===== config.mk =====
export PLATFORM = sky130hd
export DESIGN_NAME = i2cbg_core
export DESIGN_NICKNAME = d
export VERILOG_FILES = /design/src/common/i2cbg_pkg.sv /design/src/verilog/i2cbg_core.sv
export SDC_FILE = /design/constraint.sdc
export NUM_CORES = 1
export LEC_CHECK = 0
export ABC_AREA = 1
export BUFFER_PORTS_ARGS = -buffer_cell sky130_fd_sc_hd__buf_2
export CAP_MARGIN = 20
export CORE_ASPECT_RATIO = 1.2
export CORE_MARGIN = 2
export CORE_UTILIZATION = 25
export DETAILED_ROUTE_END_ITERATION = 12
export PLACE_DENSITY = 0.52
export SYNTH_ARGS = -nofsm -noshare
export SYNTH_HDL_FRONTEND = slang
export SYNTH_SLANG_ARGS = --single-unit

===== constraint.sdc =====
create_clock -name clk -period 1.9 [get_ports clk]
set_input_delay 0.095 -clock clk [delete_from_list [all_inputs] [get_ports clk]]
set_output_delay 0.095 -clock clk [all_outputs]
set_load 0.005 [all_outputs]

===== src/common/i2cbg_pkg.sv =====
// constants, register map and state codes of the baud generator block
// assumes a 32-bit classic wishbone bus and a single 125 MHz clock
package i2cbg_pkg;

   // register indices; byte address is four times the index
   localparam logic [11:0] IDX_CTRL = 12'hf52;
   localparam logic [11:0] IDX_RELOAD_HIGH = 12'hf53;
   localparam logic [11:0] IDX_RELOAD_LOW = 12'hf54;
   localparam logic [11:0] IDX_READBACK_SELECT_A_STATE = 12'hf55;
   localparam logic [11:0] IDX_READBACK_SELECT_A_CTRL = 12'hf56;

   // field positions
   localparam int CTRL_ENABLE_BIT = 7;
   localparam int CTRL_IRQ_EN_BIT = 4;
   localparam int READBACK_SELECT_A_SELECT_BIT = 0;
   localparam int VIEW_SCL_BIT = 7;
   localparam int VIEW_SDA_BIT = 6;
   localparam int VIEW_STOP_BIT = 5;

   // reload reset value and count step
   localparam logic [7:0] RELOAD_BYTE_RST = 8'hff;
   localparam logic [15:0] COUNT_ONE = 16'h0001;

   // serial state codes as seen in the diagnostic view
   typedef enum logic [4:0] {
      ST_IDLE = 5'h00, ST_START = 5'h01,
      ST_D7 = 5'h02, ST_D6 = 5'h03, ST_D5 = 5'h04, ST_D4 = 5'h05,
      ST_D3 = 5'h06, ST_D2 = 5'h07, ST_D1 = 5'h08, ST_D0 = 5'h09,
      ST_DACK = 5'h0a, ST_DNAK = 5'h0b, ST_STOP1 = 5'h0c, ST_STOP2 = 5'h0d,
      ST_AACK = 5'h0e, ST_ALSB = 5'h0f,
      ST_F7 = 5'h10, ST_F6 = 5'h11, ST_F5 = 5'h12, ST_F4 = 5'h13,
      ST_F3 = 5'h14, ST_F2 = 5'h15, ST_F1 = 5'h16, ST_FRW = 5'h17,
      ST_FACK = 5'h18,
      ST_A7 = 5'h19, ST_A6 = 5'h1a, ST_A5 = 5'h1b, ST_A4 = 5'h1c,
      ST_A3 = 5'h1d, ST_A2 = 5'h1e, ST_A1 = 5'h1f
   } i2cbg_fsm_t;

   typedef struct packed {
      logic [7:0] relHi;
      logic [7:0] relLo;
      logic ctrlEn;
      logic irqEn;
      logic diagSel;
      logic [15:0] count;
      logic tick;
      logic irq;
      logic [1:0] sclSync;
      logic [1:0] sdaSync;
      logic stopCount;
      i2cbg_fsm_t fsm;
      logic ack;
      logic [31:0] rdata;
   } i2cbg_state_t;

endpackage : i2cbg_pkg


===== src/verilog/i2cbg_core.sv =====
// baud rate generator, general timer and diagnostic state view of the two-wire controller
// assumes a classic wishbone master on clk and raw line levels from the pads
module i2cbg_core
   import i2cbg_pkg::*;
(
   // clock and reset
   input wire logic clk,
   input wire logic resetn,
   // wishbone slave
   input wire logic cyc_i,
   input wire logic stb_i,
   input wire logic we_i,
   input wire logic [15:0] adr_i,
   input wire logic [3:0] sel_i,
   input wire logic [31:0] dat_i,
   output logic [31:0] dat_o,
   output logic ack_o,
   // line levels from the pads
   input wire logic clock_line_level,
   input wire logic data_line_level,
   // sequencing requests from the controller
   input wire logic startReq,
   input wire logic tenBitAddr,
   input wire logic stopReq,
   // to the controller and interrupt unit
   output logic controllerEnable,
   output logic baudTick,
   output logic timerIrq,
   output i2cbg_fsm_t serialFsmState
);

   i2cbg_state_t s_q;
   i2cbg_state_t s_d;

   function automatic logic hit(input logic [15:0] adr, input logic [11:0] idx);
      hit = (adr[15:2] == {2'b00, idx});
   endfunction : hit

   logic busReq;
   logic wrLane;
   logic [15:0] reloadValue;
   logic nack;

   assign busReq = cyc_i & stb_i & ~s_q.ack;
   assign wrLane = busReq & we_i & sel_i[0];
   assign reloadValue = {s_q.relHi, s_q.relLo};
   // not-acknowledge sampled as a high data line
   assign nack = s_q.sdaSync[1];

   always_comb begin
      s_d = s_q;
      // pads pass two flops before any use
      s_d.sclSync = {s_q.sclSync[0], clock_line_level};
      s_d.sdaSync = {s_q.sdaSync[0], data_line_level};

      // generator: count down, reload at one
      s_d.tick = 1'b0;
      s_d.irq = 1'b0;
      if (s_q.count <= COUNT_ONE) begin
         s_d.count = reloadValue;
         s_d.tick = 1'b1;
         // timer use only while the controller is off
         s_d.irq = s_q.irqEn & ~s_q.ctrlEn;
      end else begin
         s_d.count = s_q.count - COUNT_ONE;
      end

      // serial sequencer, one step per generator tick
      if (!s_q.ctrlEn) begin
         s_d.fsm = ST_IDLE;
         s_d.stopCount = 1'b0;
      end else if (s_q.tick) begin
         case (s_q.fsm)
            ST_IDLE: begin
               if (startReq) begin
                  s_d.fsm = ST_START;
               end
            end
            ST_START: begin
               s_d.fsm = tenBitAddr ? ST_F7 : ST_A7;
            end
            ST_F7, ST_F6, ST_F5, ST_F4, ST_F3, ST_F2, ST_F1,
            ST_A7, ST_A6, ST_A5, ST_A4, ST_A3, ST_A2,
            ST_D7, ST_D6, ST_D5, ST_D4, ST_D3, ST_D2, ST_D1: begin
               s_d.fsm = i2cbg_fsm_t'(s_q.fsm + 5'h01);
            end
            ST_FRW: begin
               s_d.fsm = ST_FACK;
            end
            ST_FACK: begin
               s_d.fsm = nack ? ST_STOP1 : ST_A7;
            end
            ST_A1: begin
               s_d.fsm = ST_ALSB;
            end
            ST_ALSB: begin
               s_d.fsm = ST_AACK;
            end
            ST_AACK: begin
               s_d.fsm = nack ? ST_STOP1 : ST_D7;
            end
            ST_D0: begin
               s_d.fsm = ST_DACK;
            end
            ST_DACK: begin
               if (nack) begin
                  s_d.fsm = ST_DNAK;
               end else if (stopReq) begin
                  s_d.fsm = ST_STOP1;
               end else begin
                  s_d.fsm = ST_D7;
               end
            end
            ST_DNAK: begin
               s_d.fsm = ST_STOP1;
            end
            ST_STOP1: begin
               s_d.fsm = ST_STOP2;
               s_d.stopCount = 1'b1;
            end
            ST_STOP2: begin
               s_d.fsm = ST_IDLE;
               s_d.stopCount = 1'b0;
            end
            default: begin
               s_d.fsm = ST_IDLE;
            end
         endcase
      end

      // wishbone: answer one cycle after the request
      s_d.ack = busReq;
      s_d.rdata = 32'h0000_0000;
      if (busReq && !we_i) begin
         if (hit(adr_i, IDX_RELOAD_HIGH)) begin
            s_d.rdata[7:0] = s_q.diagSel ? s_q.count[15:8] : s_q.relHi;
         end else if (hit(adr_i, IDX_RELOAD_LOW)) begin
            s_d.rdata[7:0] = s_q.diagSel ? s_q.count[7:0] : s_q.relLo;
         end else if (hit(adr_i, IDX_READBACK_SELECT_A_STATE)) begin
            s_d.rdata[VIEW_SCL_BIT] = s_q.sclSync[1];
            s_d.rdata[VIEW_SDA_BIT] = s_q.sdaSync[1];
            s_d.rdata[VIEW_STOP_BIT] = s_q.stopCount;
            s_d.rdata[4:0] = s_q.fsm;
         end else if (hit(adr_i, IDX_CTRL)) begin
            s_d.rdata[CTRL_ENABLE_BIT] = s_q.ctrlEn;
            s_d.rdata[CTRL_IRQ_EN_BIT] = s_q.irqEn;
         end else if (hit(adr_i, IDX_READBACK_SELECT_A_CTRL)) begin
            s_d.rdata[READBACK_SELECT_A_SELECT_BIT] = s_q.diagSel;
         end
      end
      // the diagnostic state view has no write path
      if (wrLane) begin
         if (hit(adr_i, IDX_RELOAD_HIGH)) begin
            s_d.relHi = dat_i[7:0];
         end
         if (hit(adr_i, IDX_RELOAD_LOW)) begin
            s_d.relLo = dat_i[7:0];
         end
         if (hit(adr_i, IDX_CTRL)) begin
            s_d.ctrlEn = dat_i[CTRL_ENABLE_BIT];
            s_d.irqEn = dat_i[CTRL_IRQ_EN_BIT];
         end
         if (hit(adr_i, IDX_READBACK_SELECT_A_CTRL)) begin
            s_d.diagSel = dat_i[READBACK_SELECT_A_SELECT_BIT];
         end
      end
   end

   always_ff @(posedge clk) begin
      if (!resetn) begin
         s_q <= '0;
         s_q.relHi <= RELOAD_BYTE_RST;
         s_q.relLo <= RELOAD_BYTE_RST;
         s_q.count <= {RELOAD_BYTE_RST, RELOAD_BYTE_RST};
         s_q.fsm <= ST_IDLE;
      end else begin
         s_q <= s_d;
      end
   end

   assign dat_o = s_q.rdata;
   assign ack_o = s_q.ack;
   assign controllerEnable = s_q.ctrlEn;
   assign baudTick = s_q.tick;
   assign timerIrq = s_q.irq;
   assign serialFsmState = s_q.fsm;

   // helper: cycles since last tick
   logic [16:0] gap_q;
   always_ff @(posedge clk) begin
      if (!resetn || s_q.tick) begin
         gap_q <= 17'h00001;
      end else begin
         gap_q <= gap_q + 17'h00001;
      end
   end

   // interval check only after a whole period with an unchanged reload
   logic [15:0] relSeen_q;
   logic armed_q;
   always_ff @(posedge clk) begin
      relSeen_q <= reloadValue;
      if (!resetn) begin
         armed_q <= 1'b0;
      end else if (reloadValue != relSeen_q) begin
         armed_q <= 1'b0;
      end else if (s_q.tick) begin
         armed_q <= 1'b1;
      end
   end
endmodule : i2cbg_core


# Word-level counts from Yosys, hierarchy flattened
# Index checks and enable logic that the tools add are counted.
dict set report totals {
  reg_bits 80
  out_inout_bits 41
}
dict set report op_classes {
  addsub 2
  magnitude_cmp 1
  eq_ne 37
  muxes 23
  n_bitwise 7
  n_reduce_logical 14
}
# operator n
set ops {}
lappend ops {{equality test 5 bit, second input constant} 16}
lappend ops {{equality test 14 x 12 -> 1 bit, second input constant} 5}
lappend ops {{one-hot mux 5 bit (13 select lines)} 1}
lappend ops {{equality test 5 x 4 -> 1 bit, second input constant} 8}
lappend ops {{2-to-1 mux 8 bit} 4}
lappend ops {{equality test 5 x 3 -> 1 bit, second input constant} 4}
lappend ops {{OR reduction 20 bit} 1}
lappend ops {{AND reduction 2 bit} 9}
lappend ops {{less-or-equal comparator 16 x 1 -> 1 bit, second input constant} 1}
lappend ops {{2-to-1 mux 16 bit} 1}
lappend ops {{subtractor 16 x 1 -> 16 bit, second input constant} 1}
lappend ops {{2-to-1 mux 5 bit} 3}
lappend ops {{2-to-1 mux 4 bit} 3}
lappend ops {{equality test 5 x 2 -> 1 bit, second input constant} 2}
lappend ops {{2-to-1 mux 1 bit} 7}
lappend ops {{adder 5 x 1 -> 5 bit, second input constant} 1}
lappend ops {{bitwise AND 1 bit} 5}
lappend ops {{equality test 5 x 1 -> 1 bit, second input constant} 1}
lappend ops {{zero test 5 bit} 1}
lappend ops {{2-to-1 mux 2 bit} 2}
lappend ops {{2-to-1 mux 3 bit} 1}
lappend ops {{inequality test 2 bit, second input constant} 1}
lappend ops {{inverter 1 bit} 2}
lappend ops {{one-hot mux 1 bit (2 select lines)} 1}
lappend ops {{other kinds (3)} 3}

# Logic depth before layout (Yosys ltp)
# Gate-level depths: netlist of run 1.
dict set report logic_depth {
  word_depth 6
  depth_mapped 12
  mapped_depth_nobuf 11
}

# Least setup slack after synthesis of run 1
# OpenSTA, ideal clock, no wires.
dict set report synth_path {
  path_kind {flip-flop to flip-flop}
  startpoint {reg s_q (netlist bit serialFsmState[0])}
  endpoint {reg s_q (netlist bit serialFsmState[1])}
  setup_time_ns 0.119
  arrival_time_ns 1.413
  slack_ns 0.368
  stages_incl_launch_ff 11
  path_buffers 0
  period_less_slack_ns 1.532
  path_cell_list {dfxtp_1 ha_1 inv_1 nor2_1 ha_1 nor2_1 nand2_1 nor3_1 nand2_1 nand2_1 a21oi_1}
}
dict set report synth_between {
  elab_chain_len 3
  word_cells_on_any_way 37
  cone_classes {add/sub (1); eq/ne (32); mux (1); reduce/logical (3)}
}
# element line_no
set synth_lines {}
lappend synth_lines {{start: declaration} i2cbg_core.sv:32} ;# i2cbg_state_t s_q;
lappend synth_lines {{equality test 5 bit, or another cell as far along} i2cbg_core.sv:73} ;# case (s_q.fsm)
lappend synth_lines {{OR reduction 20 bit or inequality test 2 bit (tied branches)} -}
lappend synth_lines {{one-hot mux 5 bit (13 select lines) or AND reduction 2 bit (tied branches)} -}
# Several ways; a longest one is shown, not always the timed one.
# A chain may end at the register's enable or synchronous reset.

# Final worst setup path of run 1
dict set report layout_path {
  startpoint {reg s_q (netlist bit serialFsmState[1])}
  endpoint {reg s_q (netlist bit serialFsmState[1])}
}
# The elaborated chain is that of the path after synthesis.

==> results of run 1 <==
[metrics by stage]
step / util / cell area, um2 / instances / worst slack (ns)
floorplan: - / 3740 / 544 / 0.368
global placement: 0.274 / 3930 / 727 / 0.175
detailed placement: 0.274 / 3930 / 727 / 0.185
CTS: 0.286 / 4100 / 737 / 0.169
global route: 0.286 / 4100 / 737 / 0.0229
finish: 0.286 / 4100 / 737 / 0.189
[routing by layer]
layer / share of wire / vias up
met4: 0.023 / 0
met3: 0.029 / 16
met5: 0 / -
met2: 0.52 / 76
met1: 0.43 / 1542
li1: - / 1715
[cells in the mapped netlist, types with 3 or more instances]
cell type                  number
sky130_fd_sc_hd__a21oi_1       18
sky130_fd_sc_hd__a22oi_2        5
sky130_fd_sc_hd__buf_2          4
sky130_fd_sc_hd__buf_4         39
sky130_fd_sc_hd__clkbuf_1       5
sky130_fd_sc_hd__dfxtp_1       56
sky130_fd_sc_hd__ha_1           8
sky130_fd_sc_hd__inv_1         64
sky130_fd_sc_hd__inv_2          5
sky130_fd_sc_hd__nand2_1      116
sky130_fd_sc_hd__nand2_2        5
sky130_fd_sc_hd__nand3_1       28
sky130_fd_sc_hd__nand3b_1       3
sky130_fd_sc_hd__nand4_1       12
sky130_fd_sc_hd__nor2_1        50
sky130_fd_sc_hd__nor2_2         3
sky130_fd_sc_hd__nor2_4         5
sky130_fd_sc_hd__nor3_1         7
sky130_fd_sc_hd__o211ai_1      15
sky130_fd_sc_hd__o211ai_2       8
sky130_fd_sc_hd__o21ai_0       25
sky130_fd_sc_hd__o21ai_1        4
sky130_fd_sc_hd__xor2_1         7
[area by class of cell]
cell class,count,area (um2)
flip-flops and latches,56,1120
fillers,1636,10200
inverters,70,264
repair buffers,61,353
multi-input cells,367,2000
clock inverters,1,7.51
well taps,175,219
clock buffers,7,143
[registers in the layout (all words and copies together) (netlist names)]
name,flops
reloadValue,16
baudTick,1
serialFsmState,5
controllerEnable,1
ack_o,1
nack,1
dat_o,8
s_q,20
timerIrq,1
s_d,2
[critical path, cell delays in order (launching register included)]
cell and delay [ns]:
sky130_fd_sc_hd__dfxtp_1 0.36, sky130_fd_sc_hd__ha_1 0.26, sky130_fd_sc_hd__inv_1 0.09, sky130_fd_sc_hd__nor2_1 0.06, sky130_fd_sc_hd__ha_1 0.18, sky130_fd_sc_hd__nor2_1 0.18
sky130_fd_sc_hd__nand2_1 0.08, sky130_fd_sc_hd__nor3_1 0.21, sky130_fd_sc_hd__nand2_1 0.07, sky130_fd_sc_hd__nand2_1 0.06, sky130_fd_sc_hd__a21oi_1 0.05
[repair_timing]
item	CTS	global route
hold buffers	2	0
setup endpoints to repair	0	0
hold endpoints to repair	2	0
[kinds of logic (layout without fill, tap and decap cells)]
logic type	after synthesis	in the layout	synth area share
AND/OR/NAND/NOR	242	242	0.313
buffers and inverters	121	139	0.170
AO/OA/AOI/OAI	84	84	0.160
flip-flops	56	56	0.307
XOR/XNOR	9	9	0.0216
adder cells (fa/ha/maj)	8	8	0.0274
other	1	24	0.00103
[where the power goes]
group	switching, mW	internal (mW)
clock	0.414	0.526
sequential	0.00653	1.18
combinational	0.0892	0.0531
total	0.509	1.76
[path summary, 6_finish.rpt]
kind,startpoint,endpoint,slack [ns]
worst max-delay path,serialFsmState[1]$_SDFFE_PN0P_,serialFsmState[1]$_SDFFE_PN0P_,0.19
worst min-delay path,dat_i[6],reloadValue[6]$_SDFFE_PN1P_,0.09
worst max register to register,serialFsmState[1]$_SDFFE_PN0P_,serialFsmState[1]$_SDFFE_PN0P_,0.19
worst min register to register,s_d[40]$_SDFF_PN0_,nack$_SDFF_PN0_,0.42
==> flow_metrics.py, run 1 <==
metrics = {
    "routing": {
        "detail_route.first_pass.iterations": 5,
        "totalWireLength_um": 9750,
        "detailedRoute.firstIterationViolations": 172,
        "detail_route.wl_per_cell_um": 13.2,
        "vias_per_instance": 4.54,
        "vias": 3349,
        "route.detailed.drc": 0,
        "drtAntennaViolNets": 0,
    },
    "sta": {
        "report.final.hold_viol_count": 0,
        "layout_worst_path_cycle_share": 0.900,
        "post_route_setup_tns_ns": 0,
        "grt_setup_unrepaired": "no",
        "setup_viol": 0,
        "transition_time_at_the_pin_with_the_least_slew_margin_ns": 0.506,
        "final-max-slew-violation-count": 0,
        "timing.hold.ws_ns": 0.0929,
        "achievable-frequency_ghz": 0.585,
        "final.min_clock_period_ns": 1.71,
        "max-slew-margin-rel": 0.661,
        "finalClockSkew_ns": 0.00383,
    },
    "cts": {
        "post-cts-setup-buffer-count": 0,
        "post_cts_resized": 0,
        "cts-root-buf": "sky130_fd_sc_hd__clkbuf_16",
        "cts_tree": "yes",
        "clk_transition_reported_paths_ns": 0.07,
        "clk_path_buf_depth": 2,
        "cts_inserted_buffers": 5,
        "worst_skew_pair.late_latency_ns": 0.30,
        "htree_num_levels": 2,
        "clock_sink_count": 56,
    },
    "synthesis": {
        "yosys_warnings": 0,
        "synth_area_leaders": "sky130_fd_sc_hd__dfxtp_1 31%, sky130_fd_sc_hd__nand2_1 12%, sky130_fd_sc_hd__buf_4 8.0%, sky130_fd_sc_hd__inv_1 6.6%, sky130_fd_sc_hd__nor2_1 5.1%",
        "synth_ff_type": "sky130_fd_sc_hd__dfxtp_1",
        "synth.largest_area_cell": "sky130_fd_sc_hd__dfxtp_1",
        "synth.top_cell.area_share": 0.307,
        "synth_cells": 521,
        "synth_enable_flop_cells": 0,
        "synth_area_um2": 3650,
        "syn-mean-instance-area_um2": 7.01,
        "async_flop_share": 0,
        "seq_area_frac_synth": 0.307,
        "number_of_different_library_cells_in_the_post_synthesis_netlist": 43,
        "synth_seq_cells": 56,
    },
    "setup_path": {
        "startpoint_type": "register",
        "setup.worst_path.class": "reg2reg",
        "critical_path.max_fanout": 5,
        "setup.worst_path.end_class": "register",
        "worst-r2r-cell-count": 10,
        "arrival_ns": 1.90,
        "worst-endpoint-required_ns": 2.08,
    },
    "global_routing": {
        "wire_length_of_the_first_global_routing_pass_um": 15600,
        "globalRoute.totalOverflow": 0,
        "grt_start_max_net_pins": 24,
        "gr-usage-all-layers": 0.126,
        "grt_util_met3": 0.0174,
        "via_count_of_the_first_global_routing_pass": 3184,
        "gr-max-usage-layer": "met2",
        "gr-usage-met2": 0.236,
        "antenna_found_initial": 0,
        "gr_met1_demand_resource": 0.144,
    },
    "run_status": {
        "run_status": "completed",
    },
    "floorplan": {
        "floorplan.die_area_um2": 15600,
        "floorplan.initialDensity": 0.255,
        "core-area_um2": 14400,
        "pin_count": 103,
        "die_w_um": 114,
        "placement_rows": 48,
        "floorplan.die.height_um": 136,
    },
    "layout": {
        "layout.cells.most_common": "sky130_fd_sc_hd__nand2_1",
        "antenna-diode-count": 0,
        "leading_cell_types_in_the_layout_fill_and_taps_excluded": "116 x sky130_fd_sc_hd__nand2_1, 64 x sky130_fd_sc_hd__inv_1, 56 x sky130_fd_sc_hd__dfxtp_1",
        "layout-area-overhead-vs-synth_pct": 12.3,
        "layout-drive-gt1-share": 0.199,
        "finalNetCount": 631,
    },
    "min_path": {
        "hold_path.class": "in2reg",
        "min_delay_path_depth": 3,
    },
    "placed_design": {
        "place_hpwl_um": 8080,
        "place.gp.congestion": 0.859,
        "port_buffers": 49,
    },
    "power_and_ir_drop": {
        "leakage_nw": 2.12,
        "vdd_ir_drop_max_mv": 0.276,
        "p_per_area_nw_per_um2": 553,
        "total_power_consumption_mw": 2.27,
    },
    "run": {
        "maxCapViolCount": 0,
    },
}
No activity file was read; power rests on OpenSTA's default activity.
==> run 2, diff against run 1 <==
CORE_ASPECT_RATIO = 0.9   (was 1.2)
==> flow_metrics.py, run 2 (same netlist as run 1, synthesis figures left out) <==
metrics = {
    "layout": {
        "antenna-diode-count": 0,
        "leading_cell_types_in_the_layout_fill_and_taps_excluded": "116 x sky130_fd_sc_hd__nand2_1, 64 x sky130_fd_sc_hd__inv_1, 56 x sky130_fd_sc_hd__dfxtp_1",
        "largest-register": "s_q",
        "layout.cells.most_common": "sky130_fd_sc_hd__nand2_1",
        "finalNetCount": 635,
        "n_fill_cell": 1586,
        "layout-area-overhead-vs-synth_pct": 14.0,
        "largest_register_ffs": 20,
        "final_core_utilization": 0.294,
        "layout-drive-gt1-share": 0.210,
    },
    "routing": {
        "vias": 3365,
        "vias_per_instance": 4.43,
        "route.detailed.drc": 0,
        "detail_route.wl_per_cell_um": 12.9,
        "detailedRoute.firstIterationViolations": 251,
        "drtAntennaViolNets": 0,
        "detail_route.first_pass.iterations": 4,
        "totalWireLength_um": 9780,
    },
    "placed_design": {
        "place.gp.congestion": 0.896,
        "place_hpwl_um": 7890,
        "port_buffers": 49,
    },
    "cts": {
        "cts_inserted_buffers": 5,
        "cts-root-buf": "sky130_fd_sc_hd__clkbuf_16",
        "clk_transition_reported_paths_ns": 0.08,
        "clk_path_buf_depth": 2,
        "htree_num_levels": 2,
        "cts_tree": "yes",
        "clock_sink_count": 56,
        "worst_skew_pair.late_latency_ns": 0.31,
    },
    "power_and_ir_drop": {
        "power.internal_mw": 1.74,
        "vdd_ir_drop_max_mv": 0.339,
        "power_frac_clock": 0.424,
        "combPwrFrac": 0.061,
        "power.switching_fraction": 0.249,
        "p_seq_frac": 0.514,
        "p_per_area_nw_per_um2": 555,
        "leakage_nw": 2.14,
        "p_switching_mw": 0.574,
    },
    "sta": {
        "final.min_clock_period_ns": 1.73,
        "transition_time_at_the_pin_with_the_least_slew_margin_ns": 0.499,
        "max-slew-margin-rel": 0.666,
        "timing.hold.ws_ns": 0.0727,
        "achievable-frequency_ghz": 0.577,
        "setup_viol": 0,
        "grt_setup_unrepaired": "no",
        "finalClockSkew_ns": 0.00720,
        "final-max-slew-violation-count": 0,
        "report.final.hold_viol_count": 0,
        "layout_worst_path_cycle_share": 0.912,
        "post_route_setup_tns_ns": 0,
    },
    "floorplan": {
        "floorplan.die_area_um2": 15600,
        "die_w_um": 131,
        "floorplan.die.height_um": 119,
        "core-area_um2": 14200,
        "pin_count": 103,
        "placement_rows": 41,
        "floorplan.initialDensity": 0.258,
    },
    "min_path": {
        "hold_path.class": "in2reg",
    },
    "setup_path": {
        "ff2ff_setup_slack_ns": 0.17,
        "startpoint_type": "register",
        "critical_path.max_fanout": 4,
        "arrival_ns": 1.93,
        "worst-endpoint-required_ns": 2.10,
        "setup.worst_path.class": "reg2reg",
        "setup.worst_path.end_class": "register",
    },
    "global_routing": {
        "wire_length_of_the_first_global_routing_pass_um": 16100,
        "antenna_found_initial": 0,
        "globalRoute.totalOverflow": 0,
        "grt_start_max_net_pins": 24,
        "via_count_of_the_first_global_routing_pass": 3143,
        "gr-usage-all-layers": 0.127,
    },
    "run": {
        "maxCapViolCount": 0,
    },
    "run_status": {
        "run_status": "completed",
    },
}
-- run 2: worst max-delay path, cell delays in order, from the launching register on --
cell	delay, ns
sky130_fd_sc_hd__dfxtp_1	0.41
sky130_fd_sc_hd__inv_1	0.11
sky130_fd_sc_hd__ha_1	0.23
sky130_fd_sc_hd__nand3_1	0.16
sky130_fd_sc_hd__inv_1	0.08
sky130_fd_sc_hd__nand2_1	0.08
sky130_fd_sc_hd__nor2_1	0.05
sky130_fd_sc_hd__nor3_1	0.21
sky130_fd_sc_hd__o21ai_1	0.10
sky130_fd_sc_hd__nor2_1	0.14
sky130_fd_sc_hd__nor2_1	0.05
-- run 2: power groups by stage --
stage | registers [mW] | logic, mW | clock network (mW)
CTS | 1.19 | 0.141 | 0.996
global route | 1.19 | 0.160 | 1.05
floorplan | 1.22 | 0.115 | 0
finish | 1.19 | 0.142 | 0.980
global placement | 1.22 | 0.135 | 0
detailed placement | 1.22 | 0.137 | 0
-- run 2: per-stage QoR --
stage          cell area, um2  power, mW  std cells  setup slack, ns
5_1_grt                  4170       2.40        759           0.0233
4_1_cts                  4140       2.33        758            0.156
6_report                 4170       2.31        759            0.166
3_5_place_dp             3970       1.35        748            0.181
2_1_floorplan            3740       1.33        544            0.368
3_3_place_gp             3970       1.35        748            0.134
-- run 2: worst paths after layout --
kind | from | endpoint | cells after the start
hold / removal | dat_i[6] | reloadValue[6]$_SDFFE_PN1P_ | 3
setup / recovery | serialFsmState[0]$_SDFFE_PN0P_ | serialFsmState[0]$_SDFFE_PN0P_ | 10
setup reg to reg | serialFsmState[0]$_SDFFE_PN0P_ | serialFsmState[0]$_SDFFE_PN0P_ | 10
hold reg to reg | s_d[42]$_SDFF_PN0_ | s_q[42]$_SDFF_PN0_ | 2
-- run 2: per-layer routing --
| metal | vias to the layer above | GRT usage | wire, um |
|---|---|---|---|
| met4 | 0 | 0.0353 | 150 |
| met1 | 1546 | 0.191 | 5140 |
| met2 | 91 | 0.183 | 3990 |
| met3 | 10 | 0.0253 | 494 |
| met5 | - | 0 | 0 |
| li1 | 1718 | - | - |
-- run 2: final cells by class --
cell class                 count  area [um2]  area share
sequential                    56        1120       0.269
timing repair buffer          65         383      0.0919
clock buffer                   5         125      0.0300
inverter                      70         264      0.0634
multi-input combinational    367        2000       0.481
tap                          193         241      0.0580
clock inverter                 3        27.5     0.00661
-- run 2: what timing repair did --
action                                  4_1_cts  5_1_grt
resized for setup                             0        2
endpoints found under the setup margin        0        4
hold buffers                                  2        0
hold endpoints to repair                      2        0
buffers inserted                              0        1
